[src/core/lbus_pkg.sv]
// Purpose: shared constants for the byte-wide local bus cycle engine
// Assumes: one PCI clock is a run of DIV core clocks (enable from divider)
// Notes: points count PCI clocks from the access request (PCI clock 0)
package lbus_pkg;
    localparam int PT_W = 5;
    typedef logic [PT_W-1:0] point_type;
    typedef logic [3:0] adj_type;

    // reference cycle: PCI clocks after initiator ready
    localparam point_type REF_PCI = 5'h02;
    // control change in the clock right after the reference cycle
    localparam point_type START_PCI = REF_PCI + 5'h01;
    // read strobe / data strobe release after reference (reads)
    localparam point_type RD_REL_PCI = REF_PCI + 5'h03;
    // write strobe / data strobe release after reference (writes)
    localparam point_type WR_REL_PCI = REF_PCI + 5'h02;
    // data bus driven again after reference (reads)
    localparam point_type REDRIVE_PCI = REF_PCI + 5'h04;
    localparam point_type PT_MIN = 5'h01;
    localparam point_type PT_MAX = 5'h1E;

    // core-clock slots inside one PCI clock: lead edges then lag edges
    localparam int SUB_W = 4;
    localparam logic [SUB_W-1:0] SUB_LEAD = 4'h1;
    localparam logic [SUB_W-1:0] SUB_LAG = 4'h2;
    // data reaches the second sync flop two core clocks after the pin
    localparam logic [SUB_W-1:0] SUB_CAP = SUB_LEAD + 4'h2;

    // adjustment fields, signed whole PCI clocks
    localparam int CFG_W = 16;
    localparam int A_SEL_ON_POS = 0;
    localparam int A_STB_ON_POS = 4;
    localparam int A_RD_OFF_POS = 8;
    localparam int A_SEL_OFF_POS = 12;
    localparam int B_WR_OFF_POS = 0;
    localparam int B_DIR_ON_POS = 4;
    localparam int B_DIR_OFF_POS = 8;
    localparam int B_REDRIVE_POS = 12;
    localparam logic [CFG_W-1:0] CFG_A_RESET = 16'h0000;
    localparam logic [CFG_W-1:0] CFG_B_RESET = 16'h0000;

    typedef enum logic {STYLE_SEPARATE, STYLE_DATA_STROBE} style_type;
endpackage

[src/core/reset_sync.sv]
// Purpose: release of the active-low reset through two flip-flops
// Assumes: asynchronous assertion is fine for all downstream flops
// Notes: output goes low at once, rises two edges after the pin
`timescale 1ns/1ps
module reset_sync (
    input wire logic core_clk_in,
    input wire logic nrst_in,
    output logic rst_n_out
);
    logic meta_r;

    always_ff @(posedge core_clk_in or negedge nrst_in) begin
        if (!nrst_in) begin
            meta_r <= 1'b0;
            rst_n_out <= 1'b0;
        end else begin
            meta_r <= 1'b1;
            rst_n_out <= meta_r;
        end
    end
endmodule // reset_sync

[src/core/pin_sync.sv]
// Purpose: two-flop synchroniser for a bus of pin inputs
// Assumes: bits are sampled only while the peripheral holds them stable
// Notes: first stage feeds the second stage only
`timescale 1ns/1ps
module pin_sync #(
    parameter int W = 8
) (
    input wire logic core_clk_in,
    input wire logic rst_n_in,
    input wire logic [W-1:0] pin_in,
    output logic [W-1:0] sync_out
);
    logic [W-1:0] meta_r;

    always_ff @(posedge core_clk_in or negedge rst_n_in) begin
        if (!rst_n_in) begin
            meta_r <= '0;
            sync_out <= '0;
        end else begin
            meta_r <= pin_in;
            sync_out <= meta_r;
        end
    end
endmodule // pin_sync

[src/core/local_bus_engine.sv]
// Purpose: byte-wide pass-through local bus cycles for PCI target accesses
// Assumes: req_in comes from the PCI target logic as initiator ready
// Notes: strobe points move by whole PCI clocks per the two timing words
`timescale 1ns/1ps
module local_bus_engine
#(
    parameter int ADDR_W = 8,
    parameter int DATA_W = 8,
    parameter int DIV = 8
) (
    input wire logic core_clk_in,
    input wire logic nrst_in,
    input wire logic req_in,
    input wire logic write_in,
    input wire lbus_pkg::style_type style_in,
    input wire logic [ADDR_W-1:0] addr_in,
    input wire logic [DATA_W-1:0] wdata_in,
    input wire logic [lbus_pkg::CFG_W-1:0] bus_timing_cfg_a_in,
    input wire logic [lbus_pkg::CFG_W-1:0] bus_timing_cfg_b_in,
    input wire logic [DATA_W-1:0] data_pin_in,
    output logic busy_out,
    output logic done_out,
    output logic [DATA_W-1:0] rdata_out,
    output logic [ADDR_W-1:0] addr_out,
    output logic [DATA_W-1:0] data_out,
    output logic data_oe_out,
    output logic local_chip_select_n_out,
    output logic local_read_strobe_n_out,
    output logic local_write_strobe_n_out,
    output logic local_data_strobe_n_out,
    output logic local_dir_n_out
);
    import lbus_pkg::*;

    localparam logic [SUB_W-1:0] SUB_LAST = SUB_W'(DIV - 1);

    // nominal point plus signed adjustment, kept inside the counter range
    function automatic point_type shift_pt(point_type nom, adj_type adj);
        logic signed [PT_W+1:0] sum;
        sum = $signed({2'b00, nom}) + {{(PT_W-2){adj[3]}}, adj};
        if (sum < $signed({2'b00, PT_MIN}))
            return PT_MIN;
        else if (sum > $signed({2'b00, PT_MAX}))
            return PT_MAX;
        else
            return sum[PT_W-1:0];
    endfunction

    function automatic point_type max_pt(point_type a, point_type b);
        return (a > b) ? a : b;
    endfunction

    logic rst_n;
    logic [DATA_W-1:0] data_sync;
    logic run_r;
    logic [SUB_W-1:0] sub_r;
    point_type pci_r;
    logic wr_r;
    style_type style_r;
    logic [ADDR_W-1:0] addr_lat_r;
    logic [DATA_W-1:0] wdata_lat_r;
    point_type sel_on_r, stb_on_r, stb_off_r, sel_off_r;
    point_type dir_on_r, dir_off_r, redrive_r, end_r;
    point_type stb_off_nxt, sel_off_nxt, end_nxt;
    logic accept;
    logic at_end;

    reset_sync u_reset_sync (
        .core_clk_in(core_clk_in),
        .nrst_in(nrst_in),
        .rst_n_out(rst_n)
    );

    pin_sync #(.W(DATA_W)) u_data_sync (
        .core_clk_in(core_clk_in),
        .rst_n_in(rst_n),
        .pin_in(data_pin_in),
        .sync_out(data_sync)
    );

    function automatic logic hit(logic run, point_type pci, point_type pt,
                                 logic [SUB_W-1:0] sub,
                                 logic [SUB_W-1:0] slot);
        return run && (pci == pt) && (sub == slot);
    endfunction

    assign accept = req_in && !run_r;
    assign busy_out = run_r;
    assign at_end = run_r && (pci_r == end_r) && (sub_r == SUB_LAST);

    // release points depend on direction; end follows the latest edge
    always_comb begin
        stb_off_nxt = write_in
            ? shift_pt(WR_REL_PCI, bus_timing_cfg_b_in[B_WR_OFF_POS +: 4])
            : shift_pt(RD_REL_PCI, bus_timing_cfg_a_in[A_RD_OFF_POS +: 4]);
        sel_off_nxt = shift_pt(write_in ? WR_REL_PCI : RD_REL_PCI,
            bus_timing_cfg_a_in[A_SEL_OFF_POS +: 4]);
        end_nxt = max_pt(stb_off_nxt, sel_off_nxt);
        if (write_in)
            end_nxt = max_pt(end_nxt, shift_pt(WR_REL_PCI,
                bus_timing_cfg_b_in[B_DIR_OFF_POS +: 4]));
        else
            end_nxt = max_pt(end_nxt, shift_pt(REDRIVE_PCI,
                bus_timing_cfg_b_in[B_REDRIVE_POS +: 4]));
    end

    // latch the access and its edge points at initiator ready
    always_ff @(posedge core_clk_in or negedge rst_n) begin
        if (!rst_n) begin
            wr_r <= 1'b0;
            style_r <= STYLE_SEPARATE;
            addr_lat_r <= '0;
            wdata_lat_r <= '0;
            sel_on_r <= START_PCI;
            stb_on_r <= START_PCI;
            stb_off_r <= RD_REL_PCI;
            sel_off_r <= RD_REL_PCI;
            dir_on_r <= START_PCI;
            dir_off_r <= WR_REL_PCI;
            redrive_r <= REDRIVE_PCI;
            end_r <= REDRIVE_PCI;
        end else if (accept) begin
            wr_r <= write_in;
            style_r <= style_in;
            addr_lat_r <= addr_in;
            wdata_lat_r <= wdata_in;
            sel_on_r <= shift_pt(START_PCI,
                bus_timing_cfg_a_in[A_SEL_ON_POS +: 4]);
            stb_on_r <= shift_pt(START_PCI,
                bus_timing_cfg_a_in[A_STB_ON_POS +: 4]);
            stb_off_r <= stb_off_nxt;
            sel_off_r <= sel_off_nxt;
            dir_on_r <= shift_pt(START_PCI,
                bus_timing_cfg_b_in[B_DIR_ON_POS +: 4]);
            dir_off_r <= shift_pt(WR_REL_PCI,
                bus_timing_cfg_b_in[B_DIR_OFF_POS +: 4]);
            redrive_r <= shift_pt(REDRIVE_PCI,
                bus_timing_cfg_b_in[B_REDRIVE_POS +: 4]);
            end_r <= end_nxt;
        end
    end

    // PCI clock divider restarts at the request; request edge is clock 0
    always_ff @(posedge core_clk_in or negedge rst_n) begin
        if (!rst_n) begin
            run_r <= 1'b0;
            sub_r <= '0;
            pci_r <= '0;
        end else if (accept) begin
            run_r <= 1'b1;
            sub_r <= '0;
            pci_r <= '0;
        end else if (run_r) begin
            if (at_end)
                run_r <= 1'b0;
            if (sub_r == SUB_LAST) begin
                sub_r <= '0;
                pci_r <= pci_r + 5'h01;
            end else begin
                sub_r <= sub_r + 4'h1;
            end
        end
    end

    // select and address; lead slot so strobes follow one core clock later
    always_ff @(posedge core_clk_in or negedge rst_n) begin
        if (!rst_n) begin
            local_chip_select_n_out <= 1'b1;
            addr_out <= '0;
        end else begin
            if (hit(run_r, pci_r, sel_on_r, sub_r, SUB_LEAD)) begin
                addr_out <= addr_lat_r;
                if (style_r == STYLE_SEPARATE)
                    local_chip_select_n_out <= 1'b0;
            end
            // lag slot: select rises after the strobe rose
            if (hit(run_r, pci_r, sel_off_r, sub_r, SUB_LAG))
                local_chip_select_n_out <= 1'b1;
        end
    end

    // strobes: fall in the lag slot, rise in the lead slot
    always_ff @(posedge core_clk_in or negedge rst_n) begin
        if (!rst_n) begin
            local_read_strobe_n_out <= 1'b1;
            local_write_strobe_n_out <= 1'b1;
            local_data_strobe_n_out <= 1'b1;
        end else begin
            if (hit(run_r, pci_r, stb_on_r, sub_r, SUB_LAG)) begin
                if (style_r == STYLE_DATA_STROBE)
                    local_data_strobe_n_out <= 1'b0;
                else if (wr_r)
                    local_write_strobe_n_out <= 1'b0;
                else
                    local_read_strobe_n_out <= 1'b0;
            end
            if (hit(run_r, pci_r, stb_off_r, sub_r, SUB_LEAD)) begin
                local_read_strobe_n_out <= 1'b1;
                local_write_strobe_n_out <= 1'b1;
                local_data_strobe_n_out <= 1'b1;
            end
        end
    end

    // direction only moves for data-strobe writes
    always_ff @(posedge core_clk_in or negedge rst_n) begin
        if (!rst_n) begin
            local_dir_n_out <= 1'b1;
        end else if (wr_r && style_r == STYLE_DATA_STROBE) begin
            if (hit(run_r, pci_r, dir_on_r, sub_r, SUB_LEAD))
                local_dir_n_out <= 1'b0;
            if (hit(run_r, pci_r, dir_off_r, sub_r, SUB_LAG))
                local_dir_n_out <= 1'b1;
        end
    end

    // data bus: written byte persists, reads float then redrive
    always_ff @(posedge core_clk_in or negedge rst_n) begin
        if (!rst_n) begin
            data_out <= '0;
            data_oe_out <= 1'b0;
        end else if (hit(run_r, pci_r, START_PCI, sub_r, SUB_LEAD)) begin
            if (wr_r) begin
                data_out <= wdata_lat_r;
                data_oe_out <= 1'b1;
            end else begin
                data_oe_out <= 1'b0;
            end
        end else if (!wr_r && hit(run_r, pci_r, redrive_r, sub_r, SUB_LEAD)) begin
            data_oe_out <= 1'b1;
        end
    end

    // pin value at the strobe rise shows at the sync output two clocks on
    always_ff @(posedge core_clk_in or negedge rst_n) begin
        if (!rst_n) begin
            rdata_out <= '0;
            done_out <= 1'b0;
        end else begin
            done_out <= at_end;
            if (!wr_r && hit(run_r, pci_r, stb_off_r, sub_r, SUB_CAP))
                rdata_out <= data_sync;
        end
    end
endmodule // local_bus_engine

[config.mk]
export PLATFORM = sky130hd
export DESIGN_NAME = local_bus_engine
export DESIGN_NICKNAME = d
export VERILOG_FILES = /design/src/core/lbus_pkg.sv /design/src/core/reset_sync.sv /design/src/core/pin_sync.sv /design/src/core/local_bus_engine.sv
export SDC_FILE = /design/constraint.sdc
export NUM_CORES = 1
export LEC_CHECK = 0
export BUFFER_PORTS_ARGS = -buffer_cell sky130_fd_sc_hd__buf_2
export CORE_MARGIN = 5
export CORE_UTILIZATION = 42
export DETAILED_ROUTE_END_ITERATION = 8
export RECOVER_POWER = 25
export SETUP_SLACK_MARGIN = 0.2
export SYNTH_ARGS = -nofsm -noshare
export SYNTH_HDL_FRONTEND = slang
export SYNTH_HIERARCHICAL = 1
export SYNTH_SLANG_ARGS = --single-unit
[constraint.sdc]
create_clock -name core_clk_in -period 6.37 [get_ports core_clk_in]
set_input_delay 0.9555 -clock core_clk_in [delete_from_list [all_inputs] [get_ports core_clk_in]]
set_output_delay 0.9555 -clock core_clk_in [all_outputs]
set_load 0.02 [all_outputs]
# Word level (Yosys, flattened, before mapping)
# Cells that the tools add are included.
[op_classes]
addsub = 10
n_lt_le_gt_ge = 19
eq_ne = 16
muxes = 52
n_reduce_logical = 40
[ops]
columns = ["cell", "count"]
rows = [
  ["$mux W5", 26],
  ["$gt A5 B6 Y1 const B", 8],
  ["$eq A5 B5 Y1", 8],
  ["$lt A5 B2 Y1 const B", 8],
  ["$logic_and A1 B1 Y1", 23],
  ["$mux W1", 23],
  ["$add A4 B4 Y5 const A", 4],
  ["$reduce_bool A2 Y1", 8],
  ["$add A3 B4 Y5 const A", 3],
  ["$gt A5 B5 Y1", 3],
  ["$mux W4", 3],
  ["$reduce_and A2 Y1", 5],
  ["$eq A4 B2 Y1 const B", 2],
  ["$ne A2 B1 Y1 const B", 3],
  ["$reduce_and A3 Y1", 2],
  ["$add A4 B4 Y5", 1],
  ["$add A5 B1 Y5 const B", 1],
  ["$eq A5 B2 Y1 const B", 1],
  ["$add A4 B1 Y4 const B", 1],
  ["$eq A4 B1 Y1 const B", 1],
  ["$eq A4 B3 Y1 const B", 1],
  ["$logic_not A1 Y1", 2],
]
[totals]
register_bits = 117
in_bits = 61
output_inout_bits = 32
elab_cells = 166

# Longest topological paths before layout
[depth]
depth_word = 10
mapped_depth = 23
ltp_nobuf = 22

# Hierarchy
# The synthesis kept the hierarchy.
[modules_own_cells]
columns = ["mod", "instances", "cells_per_inst", "area_each_um2", "seq_area_each_um2"]
rows = [
  ["local_bus_engine", 1, 606, 5788.1, 2502.4],
  ["pin_sync", 1, 16, 400.4, 400.4],
  ["reset_sync", 1, 3, 53.8, 50.0],
]

# Least setup slack after synthesis
# Ideal clock, no wire load.
[synth_timing]
kind = "input to register"
start = "input port write_in"
end = "register end_r[4]"
setup_time_ps = 65
arrival_time_ps = 5564
t_required_ps = 6305
path_slack_ps = 741
cell_stages = 23
path_buffers = 1
path_cell_list = "clkbuf_1 > inv_1 > ha_1 > ha_1 > nor2b_1 > a22oi_1 > nor3_1 > ha_1 > or3_1 > ha_1 > nand3_1 > nor2b_1 > mux2i_1 > a22oi_1 > and4_1 > nor2_1 > ha_1 > a2111oi_0 > o21a_1 > nor2_1 > o211a_1 > a221oi_1 > mux2_2"
[synth_between]
elab_chain_cells = 10
elab_cells_between_ends = 14
classes_between = "1 x add/sub; 5 x order compare; 8 x mux"
[synth_lines]
columns = ["item", "line", "rtl"]
rows = [
  ["start: declaration", "local_bus_engine.sv:14", "input wire logic write_in,"],
  ["$mux W1", "local_bus_engine.sv:96", "sel_off_nxt = shift_pt(write_in ? WR_REL_PCI : RD_REL_PCI,"],
  ["$add A4 B4 Y5", "local_bus_engine.sv:40", "sum = $signed({2'b00, nom}) + {{(PT_W-2){adj[3]}}, adj};"],
  ["$gt A5 B6 Y1", "local_bus_engine.sv:43", "else if (sum > $signed({2'b00, PT_MAX}))"],
  ["$mux W5", "local_bus_engine.sv:43", ""],
  ["$mux W5", "local_bus_engine.sv:41", "if (sum < $signed({2'b00, PT_MIN}))"],
  ["$gt A5 B5 Y1", "local_bus_engine.sv:50", "return (a > b) ? a : b;"],
  ["$mux W5", "local_bus_engine.sv:50", ""],
  ["$gt A5 B5 Y1", "local_bus_engine.sv:50", ""],
  ["$mux W5", "local_bus_engine.sv:50", ""],
  ["$mux W5 *", "local_bus_engine.sv:99", "if (write_in)"],
  ["end signal: assignment", "local_bus_engine.sv:139", "end_r <= end_nxt;"],
  ["end: declaration", "local_bus_engine.sv:63", "point_type dir_on_r, dir_off_r, redrive_r, end_r;"],
]
# Every way passes the cells marked *; elsewhere a longest branch is shown, timed or not.
# A chain may end at the register's enable or synchronous reset.

# Worst setup path after layout
# Same ends and word-level chain as after synthesis.

==> impl_results.rst <==
.. list-table::
   :header-rows: 1

   * - Metric
     - Value
   * - Critical Path AT
     - roughly 6 ns
   * - Remaining global-route overflow
     - 0
   * - Count of routing violations after the opening detailed-route iteration
     - 227
   * - Cts repair resizes
     - 0
   * - Fin crit period
     - approximately 5.6 ns
   * - Maximum clock path buffer count
     - 2
   * - Initial DRT Pass Iterations
     - 4
   * - HPWL after detailed placement
     - approximately 10,000 µm
   * - CTS root buffer
     - sky130_fd_sc_hd__clkbuf_16
   * - Max frequency
     - between 0.15 and 0.2 GHz
   * - Power density over the cells
     - ~430 nW/µm²
   * - Worst-case vdd ir drop
     - 0.1888 mV
   * - Setup TNS after final layout
     - 0 ns
   * - Buffers inserted during post-CTS setup optimization
     - 0
   * - Total wire length
     - between 10,000 and 15,000 µm
   * - DIE HEIGHT
     - 131.9 µm
   * - Class of the most critical hold timing path
     - input pin to async pin
   * - Num CTS Buffers
     - 17
   * - Antenna violations before repair
     - 0
   * - Number of maximum-capacitance violations
     - 1
   * - Primary FF master, synth
     - sky130_fd_sc_hd__dfrtp_1
   * - Horizontal extent of the die
     - approximately 130 µm
   * - RSZ-0062 raised after global routing
     - no
   * - Pleak
     - roughly 3.7 nW
   * - Floorplan die area
     - approximately 17,000 µm²
   * - Share of the cycle needed by the critical path after routing
     - 0.8738
   * - Violated checks
     - max-capacitance violations, max-slew violations
   * - Core area
     - 14,530 µm²
   * - Overall fraction of global-route tracks in use
     - 0.1689
   * - Total power consumption of the routed design
     - 3.206 mW
   * - First-pass GRT wire length
     - ~24,000 µm
   * - Max-slew violations
     - a little under 90
   * - Layout overhead on the synthesized area
     - 19.92%
   * - Critical path peak fanout
     - 7
   * - Number of warning messages in the yosys log
     - 6
   * - Number of buffers added on ports
     - just over 90
   * - Avg Inst Size Synth
     - 9.988 µm²
   * - Level count of the clock H-tree
     - 4
   * - Relative max-transition margin
     - -0.4270
   * - Worst setup SP type
     - input pin
   * - Routed vias
     - roughly 4.8k
   * - Sinks on Clock Net
     - roughly 120
   * - Remaining design rule violation count
     - 0
   * - Class of the most critical setup path
     - input pin to flop
   * - Average routed wire per standard cell
     - 15.66 µm
   * - Hold Fails Final Rpt
     - 0
   * - Clock transition at path regs
     - 0.06 ns
   * - Final setup violation count
     - 0
   * - Worst clock skew
     - ~0.0076 ns
   * - Hold buffers post-CTS
     - 0
   * - Pin count of the biggest net entering global routing
     - between 80 and 90
   * - Detail Route Antenna Nets
     - 0
   * - Diode insertion count for antenna repair
     - 0
   * - Number of distinct library cell variants in the gate-level netlist after synthesis
     - 63
   * - Data required time at the worst endpoint
     - 6.73 ns
   * - Cell Area, Synth
     - 6242 µm²
   * - Share of async-settable or async-resettable flops after synthesis
     - 1.000
   * - Fraction of layout instances using a drive strength above 1
     - 0.2545
   * - Synthesized netlist net count
     - between 700 and 800
   * - Boundary Pins
     - a little over 90
   * - Final Wtd Congestion
     - approximately 0.82
   * - Clock latency of the later-clocked register in the worst-skew pair
     - between 0.4 and 0.5 ns
   * - Number of nets in the final layout
     - approximately 800
   * - Via count of the first global-routing pass
     - 4,827
   * - Num rows
     - between 40 and 50
   * - Status
     - finished with violations
   * - Post-synthesis instance total
     - 625
   * - Ratio of routed vias to standard cells
     - 5.226
   * - Sequential share of the synthesized area
     - 0.4730
   * - Number of enable-type register cells in the synthesized netlist
     - 0
   * - Setup crit end kind
     - flop
   * - Effective utilization at floorplan
     - 0.4295
   * - Worst-margin pin slew
     - around 2.1 ns
   * - CTS tree
     - done
   * - #FFs+latches synth
     - ~120
==> synthesized netlist by cell type, drive strengths merged (3+ instances only) <==
cell      n  area share
nand2   121       0.073
dfrtp    97        0.39
ha       37       0.074
o21ai    36       0.029
inv      28       0.017
mux2     28       0.051
xor2     27       0.038
xnor2    24       0.034
dfstp    20       0.084
nor2     20       0.012
clkbuf   18       0.011
nand3    18       0.014
and3     10       0.010
o31ai    10       0.012
a21oi     9      0.0072
nand2b    9      0.0090
buf       8      0.0054
nor2b     7      0.0070
a21o      6      0.0072
a31oi     5      0.0050
nor4b     5      0.0070
o21a      5      0.0060
o22ai     5      0.0050
or2       5      0.0050
a21boi    4      0.0048
a32o      4      0.0066
mux2i     4      0.0064
nand4     4      0.0040
nor3      4      0.0032
nor3b     4      0.0048
nor4      4      0.0040
a221oi    3      0.0070
a22oi     3      0.0036
and2      3      0.0030
o211ai    3      0.0036
==> final timing paths <==
kind | from | end | slack (ns) | cells past startpoint
max | write_in | end_r[4] | 0.80 | 23
min | nrst_in | u_reset_sync/rst_n_out | 0.31 | 1
max reg2reg | u_reset_sync/rst_n_out | wdata_lat_r[6] | 3.26 | 1
min reg2reg | u_data_sync/meta_r[2] | u_data_sync/sync_out[2] | 0.35 | 0
max in group asynchronous | u_reset_sync/rst_n_out | wdata_lat_r[6] | 3.26 | 1
min in group core_clk_in | u_data_sync/meta_r[2] | u_data_sync/sync_out[2] | 0.35 | 0
==> critical path, cell delays in order <==
cell,delay (ns)
sky130_fd_sc_hd__buf_2,0.10
sky130_fd_sc_hd__inv_1,0.17
sky130_fd_sc_hd__ha_1,0.23
sky130_fd_sc_hd__ha_1,0.22
sky130_fd_sc_hd__nor2b_1,0.18
sky130_fd_sc_hd__a22oi_1,0.08
sky130_fd_sc_hd__nor3_1,0.16
sky130_fd_sc_hd__ha_1,0.28
sky130_fd_sc_hd__or3_1,0.43
sky130_fd_sc_hd__ha_1,0.41
sky130_fd_sc_hd__nand3_1,0.12
sky130_fd_sc_hd__nor2b_1,0.12
sky130_fd_sc_hd__mux2i_1,0.08
sky130_fd_sc_hd__a22oi_1,0.30
sky130_fd_sc_hd__a31oi_1,0.16
sky130_fd_sc_hd__nor2_1,0.20
sky130_fd_sc_hd__ha_1,0.28
sky130_fd_sc_hd__a2111oi_0,0.46
sky130_fd_sc_hd__o21a_1,0.21
sky130_fd_sc_hd__nor2_1,0.09
sky130_fd_sc_hd__o211a_1,0.24
sky130_fd_sc_hd__a221oi_1,0.26
sky130_fd_sc_hd__mux2_2,0.20
==> routing by layer <==
| metal | wire length [µm] | share of wire | track usage | up-vias |
|---|---|---|---|---|
| met3 | 606 | 0.042 | 0.05000 | 6 |
| li1 | - | - | - | 2350 |
| met5 | 0 | 0 | 0 | - |
| met2 | 6921 | 0.49 | 0.2687 | 91 |
| met4 | 97 | 0.0068 | 0.05086 | 0 |
| met1 | 6645 | 0.47 | 0.2234 | 2314 |
==> kinds of logic (layout without fill, tap and decap cells) <==
group                    count (synthesis)  count (layout)  synth area share
AO/OA/AOI/OAI                          111             111            0.1227
flip-flops                             117             117            0.4730
XOR/XNOR                                51              51           0.07156
multiplexers                            32              32           0.05753
adder cells (fa/ha/maj)                 37              37           0.07416
other                                    1               1         0.0006007
buffers and inverters                   54             156           0.03307
AND/OR/NAND/NOR                        222             222            0.1674
==> layout by cell type (no fill, tap or decap), drive strengths merged, types with 7 or more instances in the layout <==
master	instances
a21oi	9
and3	10
buf	94
clkbuf	20
dfrtp	97
dfstp	20
ha	37
inv	28
mux2	28
nand2	121
nand2b	9
nand3	18
nor2	20
nor2b	7
o21ai	36
o31ai	10
xnor2	24
xor2	27
==> sequential cells by signal, indices dropped and copies added, names as in the netlist, 4 cells and up <==
signal / cells
addr_lat_r: 8
addr_out: 8
data_out: 8
rdata_out: 8
u_data_sync/meta_r: 8
u_data_sync/sync_out: 8
wdata_lat_r: 8
dir_off_r: 5
dir_on_r: 5
end_r: 5
pci_r: 5
redrive_r: 5
sel_off_r: 5
sel_on_r: 5
stb_off_r: 5
stb_on_r: 5
sub_r: 4
==> power breakdown <==
part | internal, mW | leakage [nW] | switching [mW]
Combinational | 0.442 | 1.97 | 0.496
Clock | 0.660 | 0.297 | 0.332
Sequential | 1.04 | 1.45 | 0.240
==> per-stage QoR <==
step	hold WS [ns]	utilization	setup WS (ns)	std cells	area (µm²)
2_1_floorplan	0.3312	-	0.7414	625	6242
3_3_place_gp	0.2441	0.4727	0.6273	879	6870
3_5_place_dp	0.2563	0.4727	0.3321	879	6870
4_1_cts	0.2601	0.5156	0.7710	911	7493
5_1_grt	0.2896	0.5151	0.2424	911	7486
6_report	0.3107	0.5151	0.8039	911	7486
==> layout make-up <==
cell class,count,area (µm²)
clock buffer,18,439.2
clock inverter,14,183.9
fill,1350,7048
inverter,28,105.1
multi-input combinational,454,3088
sequential,117,2953
tap,184,230.2
timing repair buffer,96,486.7
(Power assumes the default switching activity.)
